File: src/verilog/aac_cfg.svh
`ifndef AAC_CFG_SVH
`define AAC_CFG_SVH

// Widths
`define AAC_DATA_W       8
`define AAC_ADDR_W       8
`define AAC_PC_W         13
// Bit positions used by the flag logic
`define AAC_MSB          7
`define AAC_NIB_MSB      3
`define AAC_NIB_W        4
// Reset values
`define AAC_ACC_RST      8'h00
`define AAC_PC_RST       13'h0000
`define AAC_ZERO_BYTE    8'h00
`define AAC_ZERO_NIB     5'h00
`define AAC_ZERO_BIT     1'h0
// Return address offset
`define AAC_PC_STEP      13'h0001

`endif

File: src/verilog/aac_pkg.sv
package aac_pkg;

  // Operation select
  typedef enum logic [3:0] {
    AAC_OP_NONE,
    AAC_OP_ADC_ACC,
    AAC_OP_ADC_MEM,
    AAC_OP_ADD_ACC,
    AAC_OP_ADD_IMM,
    AAC_OP_ADD_MEM,
    AAC_OP_AND_ACC,
    AAC_OP_AND_IMM,
    AAC_OP_AND_MEM,
    AAC_OP_CALL
  } aac_op_t;

  // Status flags
  typedef struct packed {
    logic overflow_flag;
    logic zero_flag;
    logic half_carry_flag;
    logic carry_flag;
  } aac_flags_t;

  // Instruction issued to the unit
  typedef struct packed {
    aac_op_t     op;
    logic [7:0]  imm;
    logic [7:0]  mem_addr;
    logic [12:0] target;
  } aac_instr_t;

  // Data memory write-back
  typedef struct packed {
    logic       we;
    logic [7:0] addr;
    logic [7:0] data;
  } aac_mem_wr_t;

  // Stack push
  typedef struct packed {
    logic        push;
    logic [12:0] ret_addr;
  } aac_push_t;

endpackage

File: src/verilog/aac_adder.sv
`timescale 1ns/1ps
`include "aac_cfg.svh"

module aac_adder (
  input  wire logic [`AAC_DATA_W-1:0] a_in,     // First operand
  input  wire logic [`AAC_DATA_W-1:0] b_in,     // Second operand
  input  wire logic                   cin_in,   // Carry input
  output logic      [`AAC_DATA_W-1:0] sum_out,  // 8-bit sum
  output aac_pkg::aac_flags_t         flags_out // Flags of the sum
);

  wire logic [`AAC_NIB_W:0]  low_sum;
  wire logic [`AAC_DATA_W:0] full_sum;
  wire logic                 sign_ovf;

  assign low_sum  = {1'b0, a_in[`AAC_NIB_MSB:0]} + {1'b0, b_in[`AAC_NIB_MSB:0]}
                  + {{`AAC_NIB_W{`AAC_ZERO_BIT}}, cin_in};
  assign full_sum = {1'b0, a_in} + {1'b0, b_in} + {`AAC_ZERO_BYTE, cin_in};
  assign sign_ovf = (a_in[`AAC_MSB] == b_in[`AAC_MSB])
                  && (full_sum[`AAC_MSB] != a_in[`AAC_MSB]);

  assign sum_out                   = full_sum[`AAC_DATA_W-1:0];
  assign flags_out.overflow_flag   = sign_ovf;
  assign flags_out.zero_flag       = (full_sum[`AAC_DATA_W-1:0] == `AAC_ZERO_BYTE);
  assign flags_out.half_carry_flag = low_sum[`AAC_NIB_W];
  assign flags_out.carry_flag      = full_sum[`AAC_DATA_W];

endmodule

File: src/verilog/aac_exec.sv
`timescale 1ns/1ps
`include "aac_cfg.svh"

// Notes on behaviour
// - Add-with-carry sums accumulator, memory operand and carry into the accumulator, all four flags updated.
// - Add-with-carry to memory writes the same sum back to the memory location, all four flags updated.
// - Plain add puts accumulator plus memory operand into the accumulator, all four flags updated.
// - Immediate add puts accumulator plus immediate byte into the accumulator, all four flags updated.
// - Plain add to memory writes accumulator plus operand back to memory, all four flags updated.
// - AND with memory operand goes to the accumulator and changes only the zero flag.
// - AND with the immediate byte goes to the accumulator and changes only the zero flag.
// - AND with memory operand goes back to memory and changes only the zero flag.
// - A call pushes program counter plus one and leaves every flag alone.
// - After the push the call loads the target into the program counter.
// - A call takes two instruction cycles.
module aac_exec (
  input  wire logic                   clock_in,     // Instruction clock
  input  wire logic                   sys_rst_in,   // Synchronous reset, active high
  input  wire logic                   issue_in,     // Instruction valid this cycle
  input  aac_pkg::aac_instr_t         instr_in,     // Decoded instruction
  input  wire logic [`AAC_DATA_W-1:0] mem_rdata_in, // Operand read from data memory
  input  aac_pkg::aac_flags_t         flags_in,     // Current status flags
  output logic                        ready_out,    // Can take an instruction
  output logic [`AAC_DATA_W-1:0]      accumulator_out, // Accumulator
  output logic [`AAC_PC_W-1:0]        pc_out,       // Program counter
  output aac_pkg::aac_flags_t         flags_out,    // Flags to store
  output logic                        flags_we_out, // Flag store strobe
  output aac_pkg::aac_mem_wr_t        mem_wr_out,   // Data memory write
  output aac_pkg::aac_push_t          push_out      // Stack push
);

  typedef enum logic {AAC_ST_RUN, AAC_ST_CALL2} aac_state_t;

  aac_state_t                 state;
  aac_state_t                 next_state;
  logic [`AAC_DATA_W-1:0]     accumulator;
  logic [`AAC_PC_W-1:0]       pc;
  logic [`AAC_PC_W-1:0]       call_target;
  aac_pkg::aac_flags_t        flags_q;
  logic                       flags_we;
  aac_pkg::aac_mem_wr_t       mem_wr;
  aac_pkg::aac_push_t         push;

  wire logic                  take;
  wire aac_pkg::aac_op_t      op;
  wire logic                  use_carry;
  wire logic                  use_imm;
  wire logic                  is_add;
  wire logic                  is_and;
  wire logic                  to_mem;
  wire logic                  is_call;
  wire logic [`AAC_DATA_W-1:0] operand_b;
  wire logic [`AAC_DATA_W-1:0] add_sum;
  wire aac_pkg::aac_flags_t   add_flags;
  wire logic [`AAC_DATA_W-1:0] and_res;
  wire logic [`AAC_DATA_W-1:0] result;
  wire aac_pkg::aac_flags_t   and_flags;
  wire aac_pkg::aac_flags_t   next_flags;
  wire logic [`AAC_PC_W-1:0]  next_pc;
  wire logic                  do_alu;
  wire logic                  do_call;
  wire logic                  acc_we;
  wire logic                  mem_we;
  wire logic                  in_call2;
  wire logic [`AAC_DATA_W-1:0] next_accumulator;
  wire logic [`AAC_PC_W-1:0]  next_pc_reg;
  wire logic [`AAC_PC_W-1:0]  next_call_target;

  assign take      = issue_in && (state == AAC_ST_RUN);
  assign op        = instr_in.op;
  assign use_carry = (op == aac_pkg::AAC_OP_ADC_ACC) || (op == aac_pkg::AAC_OP_ADC_MEM);
  assign use_imm   = (op == aac_pkg::AAC_OP_ADD_IMM) || (op == aac_pkg::AAC_OP_AND_IMM);
  assign is_add    = use_carry || (op == aac_pkg::AAC_OP_ADD_ACC)
                   || (op == aac_pkg::AAC_OP_ADD_IMM) || (op == aac_pkg::AAC_OP_ADD_MEM);
  assign is_and    = (op == aac_pkg::AAC_OP_AND_ACC) || (op == aac_pkg::AAC_OP_AND_IMM)
                   || (op == aac_pkg::AAC_OP_AND_MEM);
  assign to_mem    = (op == aac_pkg::AAC_OP_ADC_MEM) || (op == aac_pkg::AAC_OP_ADD_MEM)
                   || (op == aac_pkg::AAC_OP_AND_MEM);
  assign is_call   = (op == aac_pkg::AAC_OP_CALL);

  assign operand_b = use_imm ? instr_in.imm : mem_rdata_in;

  // Shared adder, carry in only for carry forms
  aac_adder u_adder (
    .a_in      (accumulator),
    .b_in      (operand_b),
    .cin_in    (use_carry & flags_in.carry_flag),
    .sum_out   (add_sum),
    .flags_out (add_flags)
  );

  assign and_res   = accumulator & operand_b;
  assign and_flags = '{overflow_flag:   flags_in.overflow_flag,
                       zero_flag:       (and_res == `AAC_ZERO_BYTE),
                       half_carry_flag: flags_in.half_carry_flag,
                       carry_flag:      flags_in.carry_flag};
  assign result     = is_add ? add_sum : and_res;
  assign next_flags = is_add ? add_flags : and_flags;

  // Return address is PC plus one
  assign next_pc = pc + `AAC_PC_STEP;

  assign do_alu   = take && (is_add || is_and);
  assign do_call  = take && is_call;
  assign in_call2 = (state == AAC_ST_CALL2);

  assign mem_we   = do_alu && to_mem;
  assign acc_we           = do_alu && !to_mem;
  assign next_accumulator = acc_we ? result : accumulator;

  assign next_pc_reg      = in_call2 ? call_target
                          : (take && !is_call) ? next_pc
                          : pc;
  assign next_call_target = do_call ? instr_in.target : call_target;

  always_comb begin
    next_state = state;
    unique case (state)
      AAC_ST_RUN: begin
        if (take && is_call) begin
          next_state = AAC_ST_CALL2;
        end
      end
      AAC_ST_CALL2: begin
        next_state = AAC_ST_RUN;
      end
    endcase
  end

  always_ff @(posedge clock_in) begin
    if (sys_rst_in) begin
      state <= AAC_ST_RUN;
    end else begin
      state <= next_state;
    end
  end

  always_ff @(posedge clock_in) begin
    if (sys_rst_in) begin
      accumulator <= `AAC_ACC_RST;
    end else begin
      accumulator <= next_accumulator;
    end
  end

  always_ff @(posedge clock_in) begin
    if (sys_rst_in) begin
      pc <= `AAC_PC_RST;
    end else begin
      pc <= next_pc_reg;
    end
  end

  always_ff @(posedge clock_in) begin
    if (sys_rst_in) begin
      call_target <= `AAC_PC_RST;
    end else begin
      call_target <= next_call_target;
    end
  end

  always_ff @(posedge clock_in) begin
    if (sys_rst_in) begin
      flags_q  <= '0;
      flags_we <= `AAC_ZERO_BIT;
    end else begin
      flags_q  <= next_flags;
      flags_we <= do_alu;
    end
  end

  always_ff @(posedge clock_in) begin
    if (sys_rst_in) begin
      mem_wr <= '0;
    end else begin
      mem_wr.we   <= mem_we;
      mem_wr.addr <= instr_in.mem_addr;
      mem_wr.data <= result;
    end
  end

  always_ff @(posedge clock_in) begin
    if (sys_rst_in) begin
      push <= '0;
    end else begin
      push.push     <= do_call;
      push.ret_addr <= next_pc;
    end
  end

  // Busy during the call's second cycle
  assign ready_out       = (state == AAC_ST_RUN);
  assign accumulator_out = accumulator;
  assign pc_out          = pc;
  assign flags_out       = flags_q;
  assign flags_we_out    = flags_we;
  assign mem_wr_out      = mem_wr;
  assign push_out        = push;

endmodule

File: config.mk
export PLATFORM = sky130hd
export DESIGN_NAME = aac_exec
export DESIGN_NICKNAME = d
export VERILOG_FILES = /design/src/verilog/aac_pkg.sv /design/src/verilog/aac_adder.sv /design/src/verilog/aac_exec.sv
export VERILOG_INCLUDE_DIRS = /design/src /design/src/verilog
export SDC_FILE = /design/constraint.sdc
export NUM_CORES = 1
export LEC_CHECK = 0
export ABC_AREA = 1
export BUFFER_PORTS_ARGS = -buffer_cell sky130_fd_sc_hd__buf_2
export CORE_MARGIN = 2
export CORE_UTILIZATION = 25
export CTS_CLUSTER_DIAMETER = 50
export DETAILED_ROUTE_END_ITERATION = 12
export PLACE_DENSITY = 0.46
export SLEW_MARGIN = 40
export SYNTH_ARGS = -nofsm -noshare
export SYNTH_HDL_FRONTEND = slang
export SYNTH_SLANG_ARGS = --single-unit
export TNS_END_PERCENT = 10
File: constraint.sdc
create_clock -name clock_in -period 4 [get_ports clock_in]
set_input_delay 0.8 -clock clock_in [delete_from_list [all_inputs] [get_ports clock_in]]
set_output_delay 0.8 -clock clock_in [all_outputs]
set_load 0.01 [all_outputs]
Yosys cells after proc, flatten, opt, wreduce, memory -nomap -nowiden --
Cells that the tools add are included.
Storage, ports and cells: output and inout bits 58, bits of input ports 48, flip-flop bits (word level) 71
Operators by class: add/sub/neg operators 5, reductions and logical operators 22, equal/unequal tests 11, bitwise gates (word level) 3, mux-type cells 7
Operators by type and width (count):
- $mux W13 | 2
- $eq A4 B3 Y1 const B | 4
- $logic_not A8 Y1 | 2
- $mux W8 | 2
- $add A13 B1 Y13 const B | 1
- $logic_or A1 B1 Y1 | 10
- $add A8 B8 Y9 | 1
- $add A9 B1 Y9 | 1
- $and A8 B8 Y8 | 1
- $eq A4 B2 Y1 const B | 2
- $eq A4 B4 Y1 const B | 2
- $logic_and A1 B1 Y1 | 7
- $add A4 B4 Y5 | 1
- $add A5 B1 Y5 | 1
- $eq A4 B1 Y1 const B | 1
- $mux W4 | 1
- $logic_not A1 Y1 | 2
- $pmux W1 S2 | 1
- $reduce_bool A2 Y1 | 1
- $and A1 B1 Y1 | 1
- $eq A1 B1 Y1 | 1
- $mux W1 | 1
- $ne A1 B1 Y1 | 1
- $not A1 Y1 | 1

Longest topological paths before layout --
word-level depth 8, depth in mapped cells 18, gate-level depth less buffers 18

By module --
Synthesis repeated with hierarchy kept, for this count alone.
Unflattened totals: cell total of the unflattened synthesis 486, area, all modules 3494.6 sq um
By module, submodules not included:
- aac_exec | area an instance 3001.6 sq um, cells an instance 399, instances 1
- aac_adder | area an instance 493.0 sq um, cells an instance 87, instances 1

Worst setup path after synthesis --
OpenSTA, ideal clock, no wires.
path kind input to register, start in instr_in[30] in the netlist's numbering, end reg accumulator[6], in the netlist accumulator_out[6], data arrival time 3.012 ns, cell stages on the path 17, required time 3.891 ns, library setup time 0.109 ns, slack 0.879 ns, cells stage by stage inv_2 nand2_2 nand4_2 o21ai_0 inv_1 fa_1 fa_1 inv_1 nand3_1 nand2_1 inv_1 o21bai_1 nand2_1 nand3_1 nand3_1 nand2_1 inv_1
On the way: longest elaborated chain between the ends 8, elaborated cells on any way between the ends 27, those cells by class 2 x add/sub; 8 x eq/ne; 2 x mux; 2 x bitwise; 13 x reduce/logical
Ends and longest elaborated chain:
- start, declared | line aac_exec.sv:20 | input aac_pkg::aac_instr_t instr_in,
- parallel branches: the longest is 8 deep, another holds $add A8 B8 Y9
- end signal, assigned | line aac_exec.sv:140 | accumulator <= `AAC_ACC_RST;
- end signal, assigned | line aac_exec.sv:142 | accumulator <= next_accumulator;
- end, declared | line aac_exec.sv:36 | logic [`AAC_DATA_W-1:0] accumulator;
Parallel ways; which one is timed is not known. A chain may end at the register's enable or synchronous reset.

Worst setup path after layout --
start in instr_in[29] in the netlist's numbering, end reg accumulator[6], in the netlist accumulator_out[6]
Same word-level chain as after synthesis.

==> flow_summary.ini <==
[status]
status = finished clean

[grt]
grt_max_degree = 45
grt.busiest_layer = met2
use_met2_pct = 23.5
use_met1_pct = 15.9
grt_pass1_wl_mm = 15.1
grt_antenna_before_repair = 0
grt_pass1_vias = 3127
grtUsageMet3_pct = 3.26
groute.usage.overall_pct = 13.6
overflow = 0

[synth]
synth_mux_area_share_pct = 2.04
syn_inst = 446
yosysMostFrequentCell = nand2_1
netlist_top_cells_area = dfxtp_1 43%, nand2_1 11%, inv_1 7.0%, a21oi_1 5.3%, nor2_1 5.2%
synthAdderAreaFrac_pct = 4.62
async_reset_ff_share_pct = 0
synth-xor-area-share_pct = 1.85
ys_top_cells_by_count = 93 x nand2_1, 71 x dfxtp_1, 62 x inv_1
ys_seq_elements = 71
yosysWarningCount = 0
synth.distinct_cells = 41
syn_area_per_cell_um2 = 7.41
ys_seq_area_share_pct = 43.0
synth_top_family_by_area = simple AND/OR/NAND/NOR gates
synth-simple-area-share_pct = 25.1
synth_top_cell_by_area = dfxtp_1
synth-compound-area-share_pct = 13.9
synth-edff-count = 0
synth_nets = 505
yosys_most_used_dff = dfxtp_1
synth.cell_area_um2 = 3310
synth_top_area_share_pct = 43.0

[min_path]
hold_depth = 2
hp-start = call_target[12]$_SDFFE_PP0P_
hold_class = flop to flop

[setup_path]
crit_fanout = 9
start_kind = primary input
crit_type = primary input to flop
worstSetupEndpoint = accumulator_out[6]$_SDFFE_PP0P_
critical_path_required_ps = 4240
cp-startpoint = instr_in[29]
regToRegEndpoint = accumulator_out[6]$_SDFFE_PP0P_
crit_arrival_ps = 3440
reg2reg_depth = 13
regToRegSetupSlack_ps = 1710
end_kind = flop
timing.rr.start = accumulator_out[0]$_SDFFE_PP0P_

[clock_network]
path_clk_slew_ps = 60
postCtsSetupBuffers = 0
cts-resized-gates = 0
htree_num_levels = 3
cts_sinks = 71
clock_latency_ps = 330
root_buffer = clkbuf_16
cts_tree = done
ctsHoldBuffers = 0
clockBufferDepth = 2
cts_buffers = 9

[pwr]
powerDensity_nw_per_um2 = 409
p_leak_nw = 2.05
vdd_drop_max_mv = 0.158

[place]
globalplace.congestion = 0.898
port-buffer-count = 104
hpwl_mm = 6.89

[floorplan]
initial_core_util_pct = 25.3
die_area_um2 = 14200
num_rows = 42
die_w_um = 119
pin_count = 106
core_area_um2 = 13100
die_h_um = 119

[cells_and_area]
fin_nets = 611
areaGrowthSynthToFinish_pct = 30.0
drive_above_1_share_pct = 26.8
fillers = 1425
num_antenna_cells = 0

[timing]
max-slew-margin-rel_pct = 55.8
hold_ws_ps = 452
worst_slew_pin_slew_ps = 661
tns_ps = 0
final-setup-viol-count = 0
hold_violations = 0
maxSlewViolCount = 0
fin_crit_sh_pct = 80.0
rsz0062_at_grt = no
fmax_ghz = 0.312
period_minus_slack_ps = 3200
fin_skew_ps = 4.79

[routing]
drtPass1Iterations = 6
drc = 0
antenna_left = 0
viasPerCell = 4.37
vias = 3201
drt_wl_total_mm = 9.23
routedWlPerCell_um = 12.6
drtIter0Drc = 138

[job]
cap_violations = 0
-- worst max-delay path, stage by stage --
cell	delay, ps
buf_2	110
inv_1	90
nand2_1	100
nand4_2	110
buf_4	200
nand2_1	70
o21ai_0	120
inv_1	100
fa_1	440
fa_1	420
inv_1	70
nand3_1	80
nand2_1	130
inv_1	70
o21bai_1	140
nand2_1	90
nand3_1	90
nand3_1	80
nand2_1	80
inv_1	40
-- registers in the layout, summed over array words and instances, names as in the netlist --
signal / cells
mem_wr_out: 17
push_out: 14
call_target: 13
pc_out: 13
accumulator_out: 8
flags_out: 4
flags_we_out: 1
in_call2: 1
-- metal layers --
layer	part of all wire [%]	wire (µm)
met1	43	3970
met2	50	4570
met3	5.1	475
met4	2.2	207
met5	0	0
-- layout by cell type, fill, tap and decap left out, types with 7 or more instances in the layout --
cell type / netlist / routed
buf_2: 4 / 104
nand2_1: 93 / 93
dfxtp_1: 71 / 71
inv_1: 62 / 62
nor2_1: 46 / 46
a21oi_1: 35 / 35
nand3_1: 27 / 27
o21ai_0: 24 / 24
ha_1: 9 / 9
clkbuf_16: 0 / 9
o22ai_1: 7 / 7
-- report_power, final --
group / leakage [nW] / internal [mW] / total, mW / switching, mW
combinational: 1.34 / 0.0952 / 0.250 / 0.154
clock: 0.134 / 0.451 / 0.759 / 0.308
sequential: 0.579 / 0.735 / 0.748 / 0.0128
-- cell families (layout without fill, tap and decap cells) --
| family | count (synthesis) | count (layout) |
|---|---|---|
| AOI/OAI and AO/OA | 81 | 81 |
| DFF | 71 | 71 |
| adders and majority gates | 11 | 11 |
| and+or+nand+nor | 191 | 191 |
| muxes | 6 | 6 |
| buffers and inverters | 79 | 190 |
| xor gates and xnor gates | 7 | 7 |
-- layout make-up --
cell class                 instances  area (µm²)  area share, %
clock buffer                      11         253           5.88
clock inverter                     5        32.5          0.757
inverter                          67         256           5.97
multi-input combinational        296        1570           36.6
sequential                        71        1420           33.1
tap                              176         220           5.12
timing repair buffer             107         543           12.6
-- per-stage QoR --
stage / setup slack [ps] / area, µm² / cells / util, % / power (mW)
5_1_grt: 519 / 4300 / 733 / 32.8 / 1.85
6_report: 800 / 4300 / 733 / 32.8 / 1.76
4_1_cts: 788 / 4300 / 733 / 32.8 / 1.79
3_5_place_dp: 413 / 4010 / 717 / 30.7 / 1.02
2_1_floorplan: 879 / 3310 / 446 / - / 0.924
3_3_place_gp: 536 / 4010 / 717 / 30.7 / 1.01
-- how the worst min path moves through the flow --
stage,to,slack (ps)
after floorplan,call_target[5]$_SDFFE_PP0P_,420
after global placement,call_target[12]$_SDFFE_PP0P_,450
after detailed placement,call_target[12]$_SDFFE_PP0P_,450
after CTS,call_target[12]$_SDFFE_PP0P_,460
after global routing,call_target[12]$_SDFFE_PP0P_,480
final,call_target[12]$_SDFFE_PP0P_,450
Note: power is estimated with default switching activity, not from simulation.
